**src/rtl/pcct_pkg.sv**
```systemverilog
package pcct_pkg;
	localparam logic [31:0] ADDR_STATUS = 32'h8000_1024;
	localparam logic [31:0] ADDR_CLKCTL = 32'h8000_1028;
	localparam logic [31:0] ADDR_DBCT = 32'h8000_1030;
	localparam logic [31:0] ADDR_PLLTR = 32'h8000_1034;
	localparam logic [31:0] CLK_RESET = 32'h0000_2126;
	localparam logic [31:0] CLK_MASK = 32'h0000_FFFF;
	localparam int CC_COMMS_EN = 15;
	localparam int CC_LCD_EN = 14;
	localparam int CC_LCD_LSB = 8;
	localparam int CC_NOMUTE = 7;
	localparam int CC_IMMED = 6;
	localparam int CC_SYS_LSB = 0;
	localparam int FREQ_W = 6;
	localparam logic [5:0] FREQ_MIN = 6'h1B;
	localparam logic [5:0] FREQ_MAX = 6'h2D;
	localparam int DB_FORCE_CLK = 8;
	localparam int DB_OBS = 5;
	localparam int DB_NOBUSREQ = 4;
	localparam int DB_TEST = 3;
	localparam int DB_SEL_LSB = 0;
	localparam logic [31:0] DBCT_WMASK = 32'h0000_011F;
	localparam logic [31:0] DBCT_RMASK = 32'h0000_0017;
	localparam logic [2:0] SEL_WAKE = 3'h0;
	localparam logic [2:0] SEL_RING = 3'h1;
	localparam logic [2:0] SEL_ADAPT = 3'h3;
	localparam logic [2:0] SEL_WARM = 3'h4;
	localparam int ST_POR = 0;
	localparam int ST_LCD = 1;
	localparam int ST_COMMS = 2;
	localparam int ST_SYS = 3;
	localparam logic [31:0] ST_RESET = 32'h0000_000F;
	localparam logic [31:0] PLLTR_MASK = 32'h001F_FFFF;
	localparam logic [1:0] RESP_OKAY = 2'h0;
	localparam logic [1:0] RESP_SLVERR = 2'h2;
	localparam int CLK_HZ = 40_000_000;
	localparam int DB_TICK_HZ = 4_000;
	localparam int PRESC_CYCLES = CLK_HZ / DB_TICK_HZ;
	localparam int DB_TIME_MS = 16;
	localparam int DB_TICKS = DB_TIME_MS * DB_TICK_HZ / 1000;
	localparam int DB_CNT_W = 7;
	localparam int PRESC_W = 14;
	localparam logic [7:0] SYNC_RST = 8'hF8;

	function automatic logic pcct_code_ok(input logic [5:0] code);
		pcct_code_ok = (code >= FREQ_MIN) && (code <= FREQ_MAX);
	endfunction : pcct_code_ok

	function automatic logic [31:0] pcct_strb_mask(input logic [3:0] strb);
		pcct_strb_mask = {{8{strb[3]}}, {8{strb[2]}}, {8{strb[1]}}, {8{strb[0]}}};
	endfunction : pcct_strb_mask
endpackage : pcct_pkg

```
**src/rtl/pcct_debounce.sv**
```systemverilog
`timescale 1ns/1ps
module pcct_debounce import pcct_pkg::*; #(
	parameter int PRESC = PRESC_CYCLES
) (
	// Clock and reset
	input wire logic aclk,
	input wire logic aresetn,
	// Synchronised raw levels: warm, adapter, ring, wake
	input wire logic [3:0] raw_n,
	input wire logic trigger,
	input wire logic [2:0] sel,
	// Debounced levels and observation
	output logic [3:0] level_n,
	output logic obs_bit,
	output logic presc_bit
);
	logic [PRESC_W-1:0] presc_q;
	logic [PRESC_W-1:0] presc_d;
	logic [DB_CNT_W-1:0] cnt_q [4];
	logic [DB_CNT_W-1:0] cnt_d [4];
	logic [3:0] lvl_q;
	logic [3:0] lvl_d;
	logic obs_q;
	logic obs_d;
	logic tick;

	// Trigger lets test software step the counters every clock
	always_comb begin
		tick = trigger || (presc_q == PRESC_W'(PRESC - 1));
		presc_d = tick ? '0 : presc_q + PRESC_W'(1);
		lvl_d = lvl_q;
		for (int i = 0; i < 4; i++) begin
			cnt_d[i] = cnt_q[i];
			if (raw_n[i] == lvl_q[i]) begin
				cnt_d[i] = '0;
			end else if (tick) begin
				if (cnt_q[i] == DB_CNT_W'(DB_TICKS - 1)) begin
					cnt_d[i] = '0;
					lvl_d[i] = raw_n[i];
				end else begin
					cnt_d[i] = cnt_q[i] + DB_CNT_W'(1);
				end
			end
		end
		case (sel)
			SEL_WAKE: obs_d = cnt_q[0][0];
			SEL_RING: obs_d = cnt_q[1][0];
			SEL_ADAPT: obs_d = cnt_q[2][0];
			SEL_WARM: obs_d = cnt_q[3][0];
			default: obs_d = 1'b0;
		endcase
	end

	always_ff @(posedge aclk) begin
		if (!aresetn) begin
			presc_q <= '0;
			lvl_q <= 4'hF;
			obs_q <= 1'b0;
			for (int i = 0; i < 4; i++) begin
				cnt_q[i] <= '0;
			end
		end else begin
			presc_q <= presc_d;
			lvl_q <= lvl_d;
			obs_q <= obs_d;
			for (int i = 0; i < 4; i++) begin
				cnt_q[i] <= cnt_d[i];
			end
		end
	end

	assign level_n = lvl_q;
	assign obs_bit = obs_q;
	assign presc_bit = presc_q[PRESC_W-1];
endmodule : pcct_debounce

```
**src/rtl/pcct_sync.sv**
```systemverilog
`timescale 1ns/1ps
module pcct_sync import pcct_pkg::*; #(
	parameter int W = 8,
	parameter logic [W-1:0] RST_VAL = '0
) (
	// Clock and reset
	input wire logic aclk,
	input wire logic aresetn,
	// Asynchronous in, synchronised out
	input wire logic [W-1:0] async_in,
	output logic [W-1:0] sync_out
);
	logic [W-1:0] meta_q;
	logic [W-1:0] meta_d;
	logic [W-1:0] sync_q;
	logic [W-1:0] sync_d;

	always_comb begin
		meta_d = async_in;
		sync_d = meta_q;
	end

	always_ff @(posedge aclk) begin
		if (!aresetn) begin
			meta_q <= RST_VAL;
			sync_q <= RST_VAL;
		end else begin
			meta_q <= meta_d;
			sync_q <= sync_d;
		end
	end

	assign sync_out = sync_q;
endmodule : pcct_sync

```
**src/rtl/pcct_top.sv**
```systemverilog
// The AXI4-Lite interface to the registers was chosen for this implementation.
`timescale 1ns/1ps
module pcct_top import pcct_pkg::*; #(
	parameter int PRESC = PRESC_CYCLES
) (
	// Clock and reset
	input wire logic aclk,
	input wire logic aresetn,
	// AXI4-Lite write
	input wire logic [31:0] awaddr,
	input wire logic [2:0] awprot,
	input wire logic awvalid,
	output logic awready,
	input wire logic [31:0] wdata,
	input wire logic [3:0] wstrb,
	input wire logic wvalid,
	output logic wready,
	output logic [1:0] bresp,
	output logic bvalid,
	input wire logic bready,
	// AXI4-Lite read
	input wire logic [31:0] araddr,
	input wire logic [2:0] arprot,
	input wire logic arvalid,
	output logic arready,
	output logic [31:0] rdata,
	output logic [1:0] rresp,
	output logic rvalid,
	input wire logic rready,
	// PLL side
	input wire logic sys_pll_lock_detect,
	input wire logic lcd_pll_lock_detect,
	input wire logic comms_pll_lock_detect,
	output logic [5:0] sys_pll_freq,
	output logic [5:0] lcd_pll_freq,
	output logic lcd_pll_power_down,
	output logic comms_pll_power_down,
	// Clock gates
	output logic core_clock_enable,
	output logic bus_clock_enable,
	output logic lcd_clock_enable,
	output logic comms_clock_enable,
	// Pins and unit signals
	input wire logic warm_reset_pin_n,
	input wire logic wake_up_input_n,
	input wire logic ring_in_n,
	input wire logic adapter_ok_n,
	input wire logic test_pin_n,
	output logic test_mode_signal_n,
	output logic [3:0] debounced_events_n,
	input wire logic pmu_bus_req_in,
	output logic pmu_bus_request,
	output logic [20:0] pll_test_bits
);
	logic [7:0] pin_s;
	logic sys_lock_s, lcd_lock_s, comms_lock_s, warm_s, wake_s, ring_s, adapt_s, test_s;
	logic obs_bit, presc_bit;
	logic [31:0] ctrl_q, ctrl_d, dbct_q, dbct_d, status_q, status_d, plltr_q, plltr_d;
	logic [5:0] sys_freq_q, sys_freq_d, lcd_freq_q, lcd_freq_d;
	logic booted_q, booted_d, stop_q, stop_d;
	logic [2:0] lock_prev_q, lock_prev_d;
	logic core_en_q, core_en_d, lcd_en_q, lcd_en_d, comms_en_q, comms_en_d, test_n_q, test_n_d;
	logic aw_q, aw_d, w_q, w_d, bvalid_q, bvalid_d, rvalid_q, rvalid_d;
	logic [31:0] awaddr_q, awaddr_d, wdata_q, wdata_d, rdata_q, rdata_d;
	logic [3:0] wstrb_q, wstrb_d;
	logic [1:0] bresp_q, bresp_d, rresp_q, rresp_d;
	logic have_aw, have_w, do_wr, wr_ctrl, imm_wr, lock_fall;
	logic [31:0] wa, wd, wm;
	logic [2:0] fell;
	logic mute;

	// Lock detects come from free-running analogue blocks
	pcct_sync #(.W(8), .RST_VAL(SYNC_RST)) u_sync (
		.aclk(aclk),
		.aresetn(aresetn),
		.async_in({test_pin_n, adapter_ok_n, ring_in_n, wake_up_input_n, warm_reset_pin_n,
			comms_pll_lock_detect, lcd_pll_lock_detect, sys_pll_lock_detect}),
		.sync_out(pin_s)
	);
	assign {test_s, adapt_s, ring_s, wake_s, warm_s, comms_lock_s, lcd_lock_s, sys_lock_s} = pin_s;

	pcct_debounce #(.PRESC(PRESC)) u_deb (
		.aclk(aclk),
		.aresetn(aresetn),
		.raw_n({warm_s, adapt_s, ring_s, wake_s}),
		.trigger(dbct_q[DB_TEST]),
		.sel(dbct_q[DB_SEL_LSB +: 3]),
		.level_n(debounced_events_n),
		.obs_bit(obs_bit),
		.presc_bit(presc_bit)
	);

	always_comb begin
		aw_d = aw_q;
		w_d = w_q;
		awaddr_d = awaddr_q;
		wdata_d = wdata_q;
		wstrb_d = wstrb_q;
		bvalid_d = bvalid_q && !bready;
		bresp_d = bresp_q;
		rvalid_d = rvalid_q && !rready;
		rdata_d = rdata_q;
		rresp_d = rresp_q;
		ctrl_d = ctrl_q;
		dbct_d = dbct_q;
		status_d = status_q;
		plltr_d = plltr_q;
		sys_freq_d = sys_freq_q;
		lcd_freq_d = lcd_freq_q;
		stop_d = stop_q;
		// Address and data may arrive in either order
		if (awvalid && awready) begin
			aw_d = 1'b1;
			awaddr_d = awaddr;
		end
		if (wvalid && wready) begin
			w_d = 1'b1;
			wdata_d = wdata;
			wstrb_d = wstrb;
		end
		have_aw = aw_q || (awvalid && awready);
		have_w = w_q || (wvalid && wready);
		do_wr = have_aw && have_w && !bvalid_q;
		wa = aw_q ? awaddr_q : awaddr;
		wd = w_q ? wdata_q : wdata;
		wm = pcct_strb_mask(w_q ? wstrb_q : wstrb);
		wr_ctrl = do_wr && (wa == ADDR_CLKCTL);
		if (do_wr) begin
			aw_d = 1'b0;
			w_d = 1'b0;
			bvalid_d = 1'b1;
			bresp_d = RESP_OKAY;
			case (wa)
				ADDR_CLKCTL: ctrl_d = ((ctrl_q & ~wm) | (wd & wm)) & CLK_MASK;
				ADDR_DBCT: dbct_d = ((dbct_q & ~wm) | (wd & wm)) & DBCT_WMASK;
				ADDR_STATUS: status_d = status_q & ~(wd & wm & ST_RESET);
				ADDR_PLLTR: plltr_d = ((plltr_q & ~wm) | (wd & wm)) & PLLTR_MASK;
				default: bresp_d = RESP_SLVERR;
			endcase
		end
		imm_wr = wr_ctrl && wm[CC_SYS_LSB] && ctrl_d[CC_IMMED] && pcct_code_ok(ctrl_d[CC_SYS_LSB +: FREQ_W]);
		if (wr_ctrl && pcct_code_ok(ctrl_d[CC_LCD_LSB +: FREQ_W])) begin
			lcd_freq_d = ctrl_d[CC_LCD_LSB +: FREQ_W];
		end
		// Hardware sets outrank a same-cycle software clear
		lock_prev_d = {comms_lock_s, lcd_lock_s, sys_lock_s};
		fell = lock_prev_q & ~lock_prev_d;
		lock_fall = fell[0];
		if (fell[0]) begin
			status_d[ST_SYS] = 1'b1;
		end
		if (fell[1]) begin
			status_d[ST_LCD] = 1'b1;
		end
		if (fell[2]) begin
			status_d[ST_COMMS] = 1'b1;
		end
		if (!sys_lock_s) begin
			stop_d = 1'b0;
		end
		if (imm_wr) begin
			sys_freq_d = ctrl_d[CC_SYS_LSB +: FREQ_W];
			stop_d = !ctrl_d[CC_NOMUTE];
		end else if (lock_fall && pcct_code_ok(ctrl_q[CC_SYS_LSB +: FREQ_W])) begin
			sys_freq_d = ctrl_q[CC_SYS_LSB +: FREQ_W];
		end
		if (arvalid && arready) begin
			rvalid_d = 1'b1;
			rresp_d = RESP_OKAY;
			case (araddr)
				ADDR_CLKCTL: rdata_d = ctrl_q;
				ADDR_STATUS: rdata_d = status_q;
				ADDR_PLLTR: rdata_d = plltr_q;
				ADDR_DBCT: rdata_d = (dbct_q & DBCT_RMASK) | (32'(obs_bit) << DB_OBS) | (32'(presc_bit) << DB_TEST);
				default: begin
					rdata_d = '0;
					rresp_d = RESP_SLVERR;
				end
			endcase
		end
	end

	// Mute and gating decisions
	always_comb begin
		booted_d = booted_q;
		if (!warm_s) begin
			booted_d = 1'b0;
		end else if (sys_lock_s) begin
			booted_d = 1'b1;
		end
		mute = !booted_d || (!ctrl_d[CC_NOMUTE] && (!sys_lock_s || stop_d));
		core_en_d = dbct_d[DB_FORCE_CLK] || !mute;
		lcd_en_d = ctrl_d[CC_LCD_EN] && lcd_lock_s;
		comms_en_d = ctrl_d[CC_COMMS_EN] && comms_lock_s;
		test_n_d = !dbct_d[DB_TEST] && test_s;
	end

	always_ff @(posedge aclk) begin
		if (!aresetn) begin
			ctrl_q <= CLK_RESET;
			dbct_q <= '0;
			status_q <= ST_RESET;
			plltr_q <= '0;
			sys_freq_q <= CLK_RESET[CC_SYS_LSB +: FREQ_W];
			lcd_freq_q <= CLK_RESET[CC_LCD_LSB +: FREQ_W];
			booted_q <= 1'b0;
			stop_q <= 1'b0;
			lock_prev_q <= '0;
			core_en_q <= 1'b0;
			lcd_en_q <= 1'b0;
			comms_en_q <= 1'b0;
			test_n_q <= 1'b1;
			aw_q <= 1'b0;
			w_q <= 1'b0;
			awaddr_q <= '0;
			wdata_q <= '0;
			wstrb_q <= '0;
			bvalid_q <= 1'b0;
			bresp_q <= RESP_OKAY;
			rvalid_q <= 1'b0;
			rdata_q <= '0;
			rresp_q <= RESP_OKAY;
		end else begin
			ctrl_q <= ctrl_d;
			dbct_q <= dbct_d;
			status_q <= status_d;
			plltr_q <= plltr_d;
			sys_freq_q <= sys_freq_d;
			lcd_freq_q <= lcd_freq_d;
			booted_q <= booted_d;
			stop_q <= stop_d;
			lock_prev_q <= lock_prev_d;
			core_en_q <= core_en_d;
			lcd_en_q <= lcd_en_d;
			comms_en_q <= comms_en_d;
			test_n_q <= test_n_d;
			aw_q <= aw_d;
			w_q <= w_d;
			awaddr_q <= awaddr_d;
			wdata_q <= wdata_d;
			wstrb_q <= wstrb_d;
			bvalid_q <= bvalid_d;
			bresp_q <= bresp_d;
			rvalid_q <= rvalid_d;
			rdata_q <= rdata_d;
			rresp_q <= rresp_d;
		end
	end

	assign awready = !aw_q && !bvalid_q;
	assign wready = !w_q && !bvalid_q;
	assign bvalid = bvalid_q;
	assign bresp = bresp_q;
	assign arready = !rvalid_q;
	assign rvalid = rvalid_q;
	assign rdata = rdata_q;
	assign rresp = rresp_q;
	assign sys_pll_freq = sys_freq_q;
	assign lcd_pll_freq = lcd_freq_q;
	assign lcd_pll_power_down = !ctrl_q[CC_LCD_EN];
	assign comms_pll_power_down = !ctrl_q[CC_COMMS_EN];
	// One gate drives both; the bus clock is derived from the core clock
	assign core_clock_enable = core_en_q;
	assign bus_clock_enable = core_en_q;
	assign lcd_clock_enable = lcd_en_q;
	assign comms_clock_enable = comms_en_q;
	assign test_mode_signal_n = test_n_q;
	assign pmu_bus_request = pmu_bus_req_in && !dbct_q[DB_NOBUSREQ];
	assign pll_test_bits = plltr_q[20:0];

	a_reset_value: assert property (@(posedge aclk) $rose(aresetn) |-> ctrl_q == CLK_RESET)
		else $error("clock control reset value wrong");
	a_comms_gate: assert property (@(posedge aclk) disable iff (!aresetn)
		(!comms_lock_s)[*2] |-> !comms_clock_enable) else $error("comms clock ran without lock");
	a_lcd_gate: assert property (@(posedge aclk) disable iff (!aresetn)
		!ctrl_q[CC_LCD_EN] || !$past(lcd_lock_s) |-> !lcd_clock_enable) else $error("lcd clock ran ungated");
	a_mute_unlock: assert property (@(posedge aclk) disable iff (!aresetn)
		(!sys_lock_s && !ctrl_q[CC_NOMUTE] && !dbct_q[DB_FORCE_CLK])[*2] |-> !core_clock_enable)
		else $error("core clock not muted on unlock");
	a_nomute_run: assert property (@(posedge aclk) disable iff (!aresetn)
		$fell(sys_lock_s) && ctrl_q[CC_NOMUTE] && booted_q && warm_s && !wr_ctrl |=> core_clock_enable)
		else $error("core clock stopped despite no-mute");
	a_buffer_hold: assert property (@(posedge aclk) disable iff (!aresetn)
		$changed(sys_pll_freq) |-> $past(lock_fall || imm_wr)) else $error("system code changed early");
	a_immed_stop: assert property (@(posedge aclk) disable iff (!aresetn)
		imm_wr && !ctrl_d[CC_NOMUTE] && !dbct_d[DB_FORCE_CLK] |=> !core_clock_enable && !bus_clock_enable)
		else $error("clocks not stopped on immediate update");
	a_sys_legal: assert property (@(posedge aclk) disable iff (!aresetn)
		sys_pll_freq >= FREQ_MIN && sys_pll_freq <= FREQ_MAX) else $error("system code out of range");
	a_lcd_legal: assert property (@(posedge aclk) disable iff (!aresetn)
		lcd_pll_freq >= FREQ_MIN && lcd_pll_freq <= FREQ_MAX) else $error("lcd code out of range");
	a_force_clk: assert property (@(posedge aclk) disable iff (!aresetn)
		dbct_q[DB_FORCE_CLK] |-> core_clock_enable && bus_clock_enable) else $error("forced clocks off");
	a_bus_req_off: assert property (@(posedge aclk) disable iff (!aresetn)
		dbct_q[DB_NOBUSREQ] |-> !pmu_bus_request) else $error("bus request not blocked");
	a_test_force: assert property (@(posedge aclk) disable iff (!aresetn)
		dbct_q[DB_TEST] |-> !test_mode_signal_n) else $error("test mode not forced");
	a_flag_sticky: assert property (@(posedge aclk) disable iff (!aresetn)
		$fell(lcd_lock_s) |=> status_q[ST_LCD] ##1 status_q[ST_LCD] || $past(do_wr)) else $error("unlock flag lost");
	a_comms_flag: assert property (@(posedge aclk) disable iff (!aresetn)
		$fell(comms_lock_s) |=> status_q[ST_COMMS]) else $error("comms unlock flag not set");
	c_imm_write: cover property (@(posedge aclk) disable iff (!aresetn) imm_wr);
	c_buf_apply: cover property (@(posedge aclk) disable iff (!aresetn) lock_fall && !ctrl_q[CC_IMMED]);
	c_force_clk: cover property (@(posedge aclk) disable iff (!aresetn) dbct_q[DB_FORCE_CLK] && !sys_lock_s);
	c_warm_mute: cover property (@(posedge aclk) disable iff (!aresetn) !warm_s && ctrl_q[CC_NOMUTE]);
	c_lcd_unlock: cover property (@(posedge aclk) disable iff (!aresetn) $fell(lcd_lock_s) && ctrl_q[CC_LCD_EN]);
endmodule : pcct_top

```
**config.mk**
```make
export PLATFORM = sky130hd
export DESIGN_NAME = pcct_top
export DESIGN_NICKNAME = d
export VERILOG_FILES = /design/src/rtl/pcct_pkg.sv /design/src/rtl/pcct_debounce.sv /design/src/rtl/pcct_sync.sv /design/src/rtl/pcct_top.sv
export SDC_FILE = /design/constraint.sdc
export NUM_CORES = 1
export LEC_CHECK = 0
export ABC_AREA = 1
export BUFFER_PORTS_ARGS = -buffer_cell sky130_fd_sc_hd__buf_2
export CAP_MARGIN = 30
export CORE_MARGIN = 4
export CORE_UTILIZATION = 57
export CTS_BUF_LIST = sky130_fd_sc_hd__clkbuf_8
export CTS_CLUSTER_SIZE = 12
export DETAILED_ROUTE_END_ITERATION = 6
export PLACE_DENSITY = 0.83
export SLEW_MARGIN = 40
export SYNTH_ARGS = -nofsm -noshare
export SYNTH_HDL_FRONTEND = slang
export SYNTH_SLANG_ARGS = --single-unit
```
**constraint.sdc**
```tcl
create_clock -name aclk -period 3.3 [get_ports aclk]
set_input_delay 0.66 -clock aclk [delete_from_list [all_inputs] [get_ports aclk]]
set_output_delay 0.66 -clock aclk [all_outputs]
set_load 0.01 [all_outputs]
```
==> flow_metrics.py <==
metrics = {
    "logic_synthesis": {
        "yosysSeqAreaShare_pct": 43.76,
        "netlist-cell-type-count": 53,
        "syn_area_um2": 9789,
        "synth_top_area_share_pct": 43.76,
        "ys.warnings.count": 0,
        "avgSynthCellArea_um2": 7.193,
        "yosys-top-cells-area": "dfxtp_1 (44%), nand2_1 (9.8%), nor2_1 (8.3%)",
        "ys_ff_latch": 214,
        "synth_top_flop_cell": "dfxtp_1",
        "synth_cells": 1361,
        "postSynth.asyncResetShare_pct": 0,
        "yosysTopAreaCell": "dfxtp_1",
        "synth_edf_count": 0,
    },
    "cells_and_area": {
        "drive_gt1_share_pct": 20.78,
        "area_growth_pct": 17.09,
        "fin_util_pct": 68.63,
        "seqCellArea_um2": 4284,
        "n_fill_cell": 1419,
        "multi_input_area_um2": 4639,
        "num_antenna_cells": 0,
        "final_cell_count_no_fill": 1779,
        "fin_nets": 1667,
    },
    "global_route": {
        "track_usage_pct": 25.28,
        "antenna_found_initial": 3,
        "grt_start_max_net_pins": 60,
        "grt_pass1_vias": 8805,
        "grt_pass1_wl_um": 41420,
        "grt-ovfl-total": 0,
    },
    "sta": {
        "drv_slew": 0,
        "rsz0062_at_grt": "no",
        "worstMarginPinSlew_ns": 0.7930,
        "final_hold_viol_count": 0,
        "max_freq_mhz": 345.2,
        "relSlewSlack_pct": 46.72,
        "period_share_pct": 87.78,
        "finalSetupViolCount": 0,
        "fin_tns_setup_ns": 0,
        "period_minus_slack_ns": 2.897,
        "clock_skew_ns": 0.01790,
    },
    "drt": {
        "drc": 0,
        "dr.pass1.iters": 7,
        "vias": 9377,
        "wl_per_cell_um": 14.05,
        "drt-total-wl_um": 24990,
        "drt_iter0_drc": 721,
        "drt-vias-per-instance": 5.271,
        "drtAntennaViolNets": 0,
    },
    "place": {
        "port_buffers": 176,
        "post-dp-hpwl_um": 17930,
        "place_inst": 1722,
        "gp_congestion": 0.8885,
    },
    "power_and_ir_drop": {
        "power_density_nw_per_um2": 506.2,
        "vdd_drop_max_v": 0.0003299,
        "p_leak_nw": 5.122,
        "power_mw": 5.802,
    },
    "floorplanning": {
        "die_w_um": 139.1,
        "io_pins": 208,
        "initial_core_util_pct": 58.62,
        "die-area_um2": 19330,
        "die_h_um": 139.1,
        "fp-row-count": 47,
        "core_um2": 16700,
    },
    "clock_network": {
        "clock_latency_ns": 0.52,
        "cts_tree": "yes",
        "holdBufCountCts": 0,
        "root_buffer": "clkbuf_8",
        "cts_sinks": 214,
        "cts_resized": 0,
        "cts_buffers": 36,
        "path_clk_slew_ns": 0.06,
        "ctsHtreeMaxLevel": 2,
        "postCtsSetupBuffers": 0,
        "clk_path_buf_depth": 3,
    },
    "run": {
        "drv_cap": 0,
    },
    "worst_setup_path": {
        "cp.arrival_ns": 3.29,
        "cp-start-kind": "flop",
        "end_kind": "flop",
        "path_max_fanout": 19,
        "critPathRequiredTime_ns": 3.70,
        "worstSetupPathType": "reg -> reg",
    },
    "outcome": {
        "outcome": "finished, final reports clean",
    },
    "worst_hold_path": {
        "hold_class": "in -> reg",
    },
}
-- power breakdown --
group | leakage [nW] | switching, mW | internal, mW
logic | 3.00 | 0.487 | 0.248
clock network | 0.380 | 1.01 | 1.27
registers | 1.74 | 0.0793 | 2.71
-- critical path: stages, from the launching register on --
cell	delay (ns)
dfxtp_1	0.58
clkinv_2	0.35
nand2_1	0.14
nand2_1	0.15
inv_1	0.21
nor2_8	0.09
nand4_4	0.17
clkinv_2	0.10
o21ai_2	0.17
inv_1	0.08
nand2_2	0.10
nand3_2	0.23
nand2_1	0.19
inv_1	0.08
nand2_1	0.06
nand3_1	0.06
-- worst paths after layout --
path | from | endpoint | slack (ns) | cells past startpoint
worst min register to register | u_sync.meta_q[5] | u_sync.sync_out[5] | 0.41 | 1
worst max register to register | w_q | sys_pll_freq[1] | 0.40 | 15
worst min-delay path | wake_up_input_n | u_sync.meta_q[4] | 0.33 | 2
worst max-delay path | w_q | sys_pll_freq[1] | 0.40 | 15
-- routing by layer --
| metal | track usage, % | wire length, µm | vias up |
|---|---|---|---|
| met5 | 0 | 22 | - |
| met4 | 7.570 | 579 | 6 |
| met3 | 6.586 | 2115 | 66 |
| met2 | 44.59 | 12320 | 346 |
| met1 | 30.30 | 9955 | 4222 |
| li1 | - | - | 4737 |
-- cell usage in the layout (no fill, tap or decap), types with 8 or more instances in the layout --
master	netlist	final
buf_2	1	175
o21ai_2	8	8
dfxtp_1	214	214
nand4_1	27	27
o22ai_1	8	8
nand2_1	256	256
a21oi_1	84	84
or2_2	23	23
inv_1	139	145
conb_1	1	13
clkbuf_8	0	44
buf_4	15	15
nor2_1	217	217
nor3_1	30	30
o21ai_0	119	119
nand2_2	20	20
nand3_1	52	52
-- stage by stage --
stage | hold slack [ns] | setup WS (ns) | instance area [µm²]
after CTS | 0.3058 | 0.4225 | 11460
final | 0.3277 | 0.4033 | 11460
after floorplan | 0.3905 | 1.008 | 9834
after global placement | 0.3942 | 0.5071 | 10770
after detailed placement | 0.4015 | 0.4690 | 10770
after global routing | 0.3142 | 0.1424 | 11460
-- cell usage after synthesis, types with 2 or more instances --
| library cell | n |
|---|---|
| a21oi_1 | 84 |
| a211oi_1 | 7 |
| xnor2_1 | 4 |
| nand3_2 | 2 |
| clkinv_2 | 3 |
| o21ai_1 | 3 |
| clkinv_1 | 3 |
| o21a_1 | 2 |
| clkbuf_1 | 36 |
| a31oi_1 | 5 |
| buf_6 | 4 |
| nand3b_1 | 7 |
| or2_2 | 23 |
| nor4_1 | 7 |
| o31ai_1 | 3 |
| o21ai_0 | 119 |
| nor3_1 | 30 |
| nand4_4 | 3 |
| nand3_1 | 52 |
| buf_1 | 4 |
| inv_1 | 139 |
| nor2_8 | 3 |
| nand2_2 | 20 |
| mux2i_1 | 4 |
| xor2_1 | 6 |
| o22ai_1 | 8 |
| nor3b_1 | 6 |
| nand2_4 | 2 |
| nor2_4 | 5 |
| buf_4 | 15 |
| o21ai_2 | 8 |
| nor2_2 | 2 |
| nand4_1 | 27 |
| dfxtp_1 | 214 |
| nand2_1 | 256 |
| inv_2 | 7 |
| a32o_1 | 2 |
| ha_1 | 5 |
| nor2_1 | 217 |
-- layout make-up --
type,count,share of cell area [%]
clock buffer,44,5.283
clock inverter,13,0.7532
inverter,153,5.087
multi-input combinational,945,40.48
sequential,214,37.38
tap,220,2.401
timing repair buffer,190,8.624
-- cell families (layout without fill, tap and decap cells) --
kind of cell,after synthesis,in the layout,synth area share [%]
buffers and inverters,214,400,9.305
DFF,214,214,43.76
AOI/OAI and AO/OA,244,244,13.46
adders and majority gates,5,5,0.6391
and+or+nand+nor,669,669,31.49
xor gates and xnor gates,10,10,0.8946
other,1,13,0.03831
muxes,4,4,0.4090
Note: power is estimated with default switching activity, not from simulation.
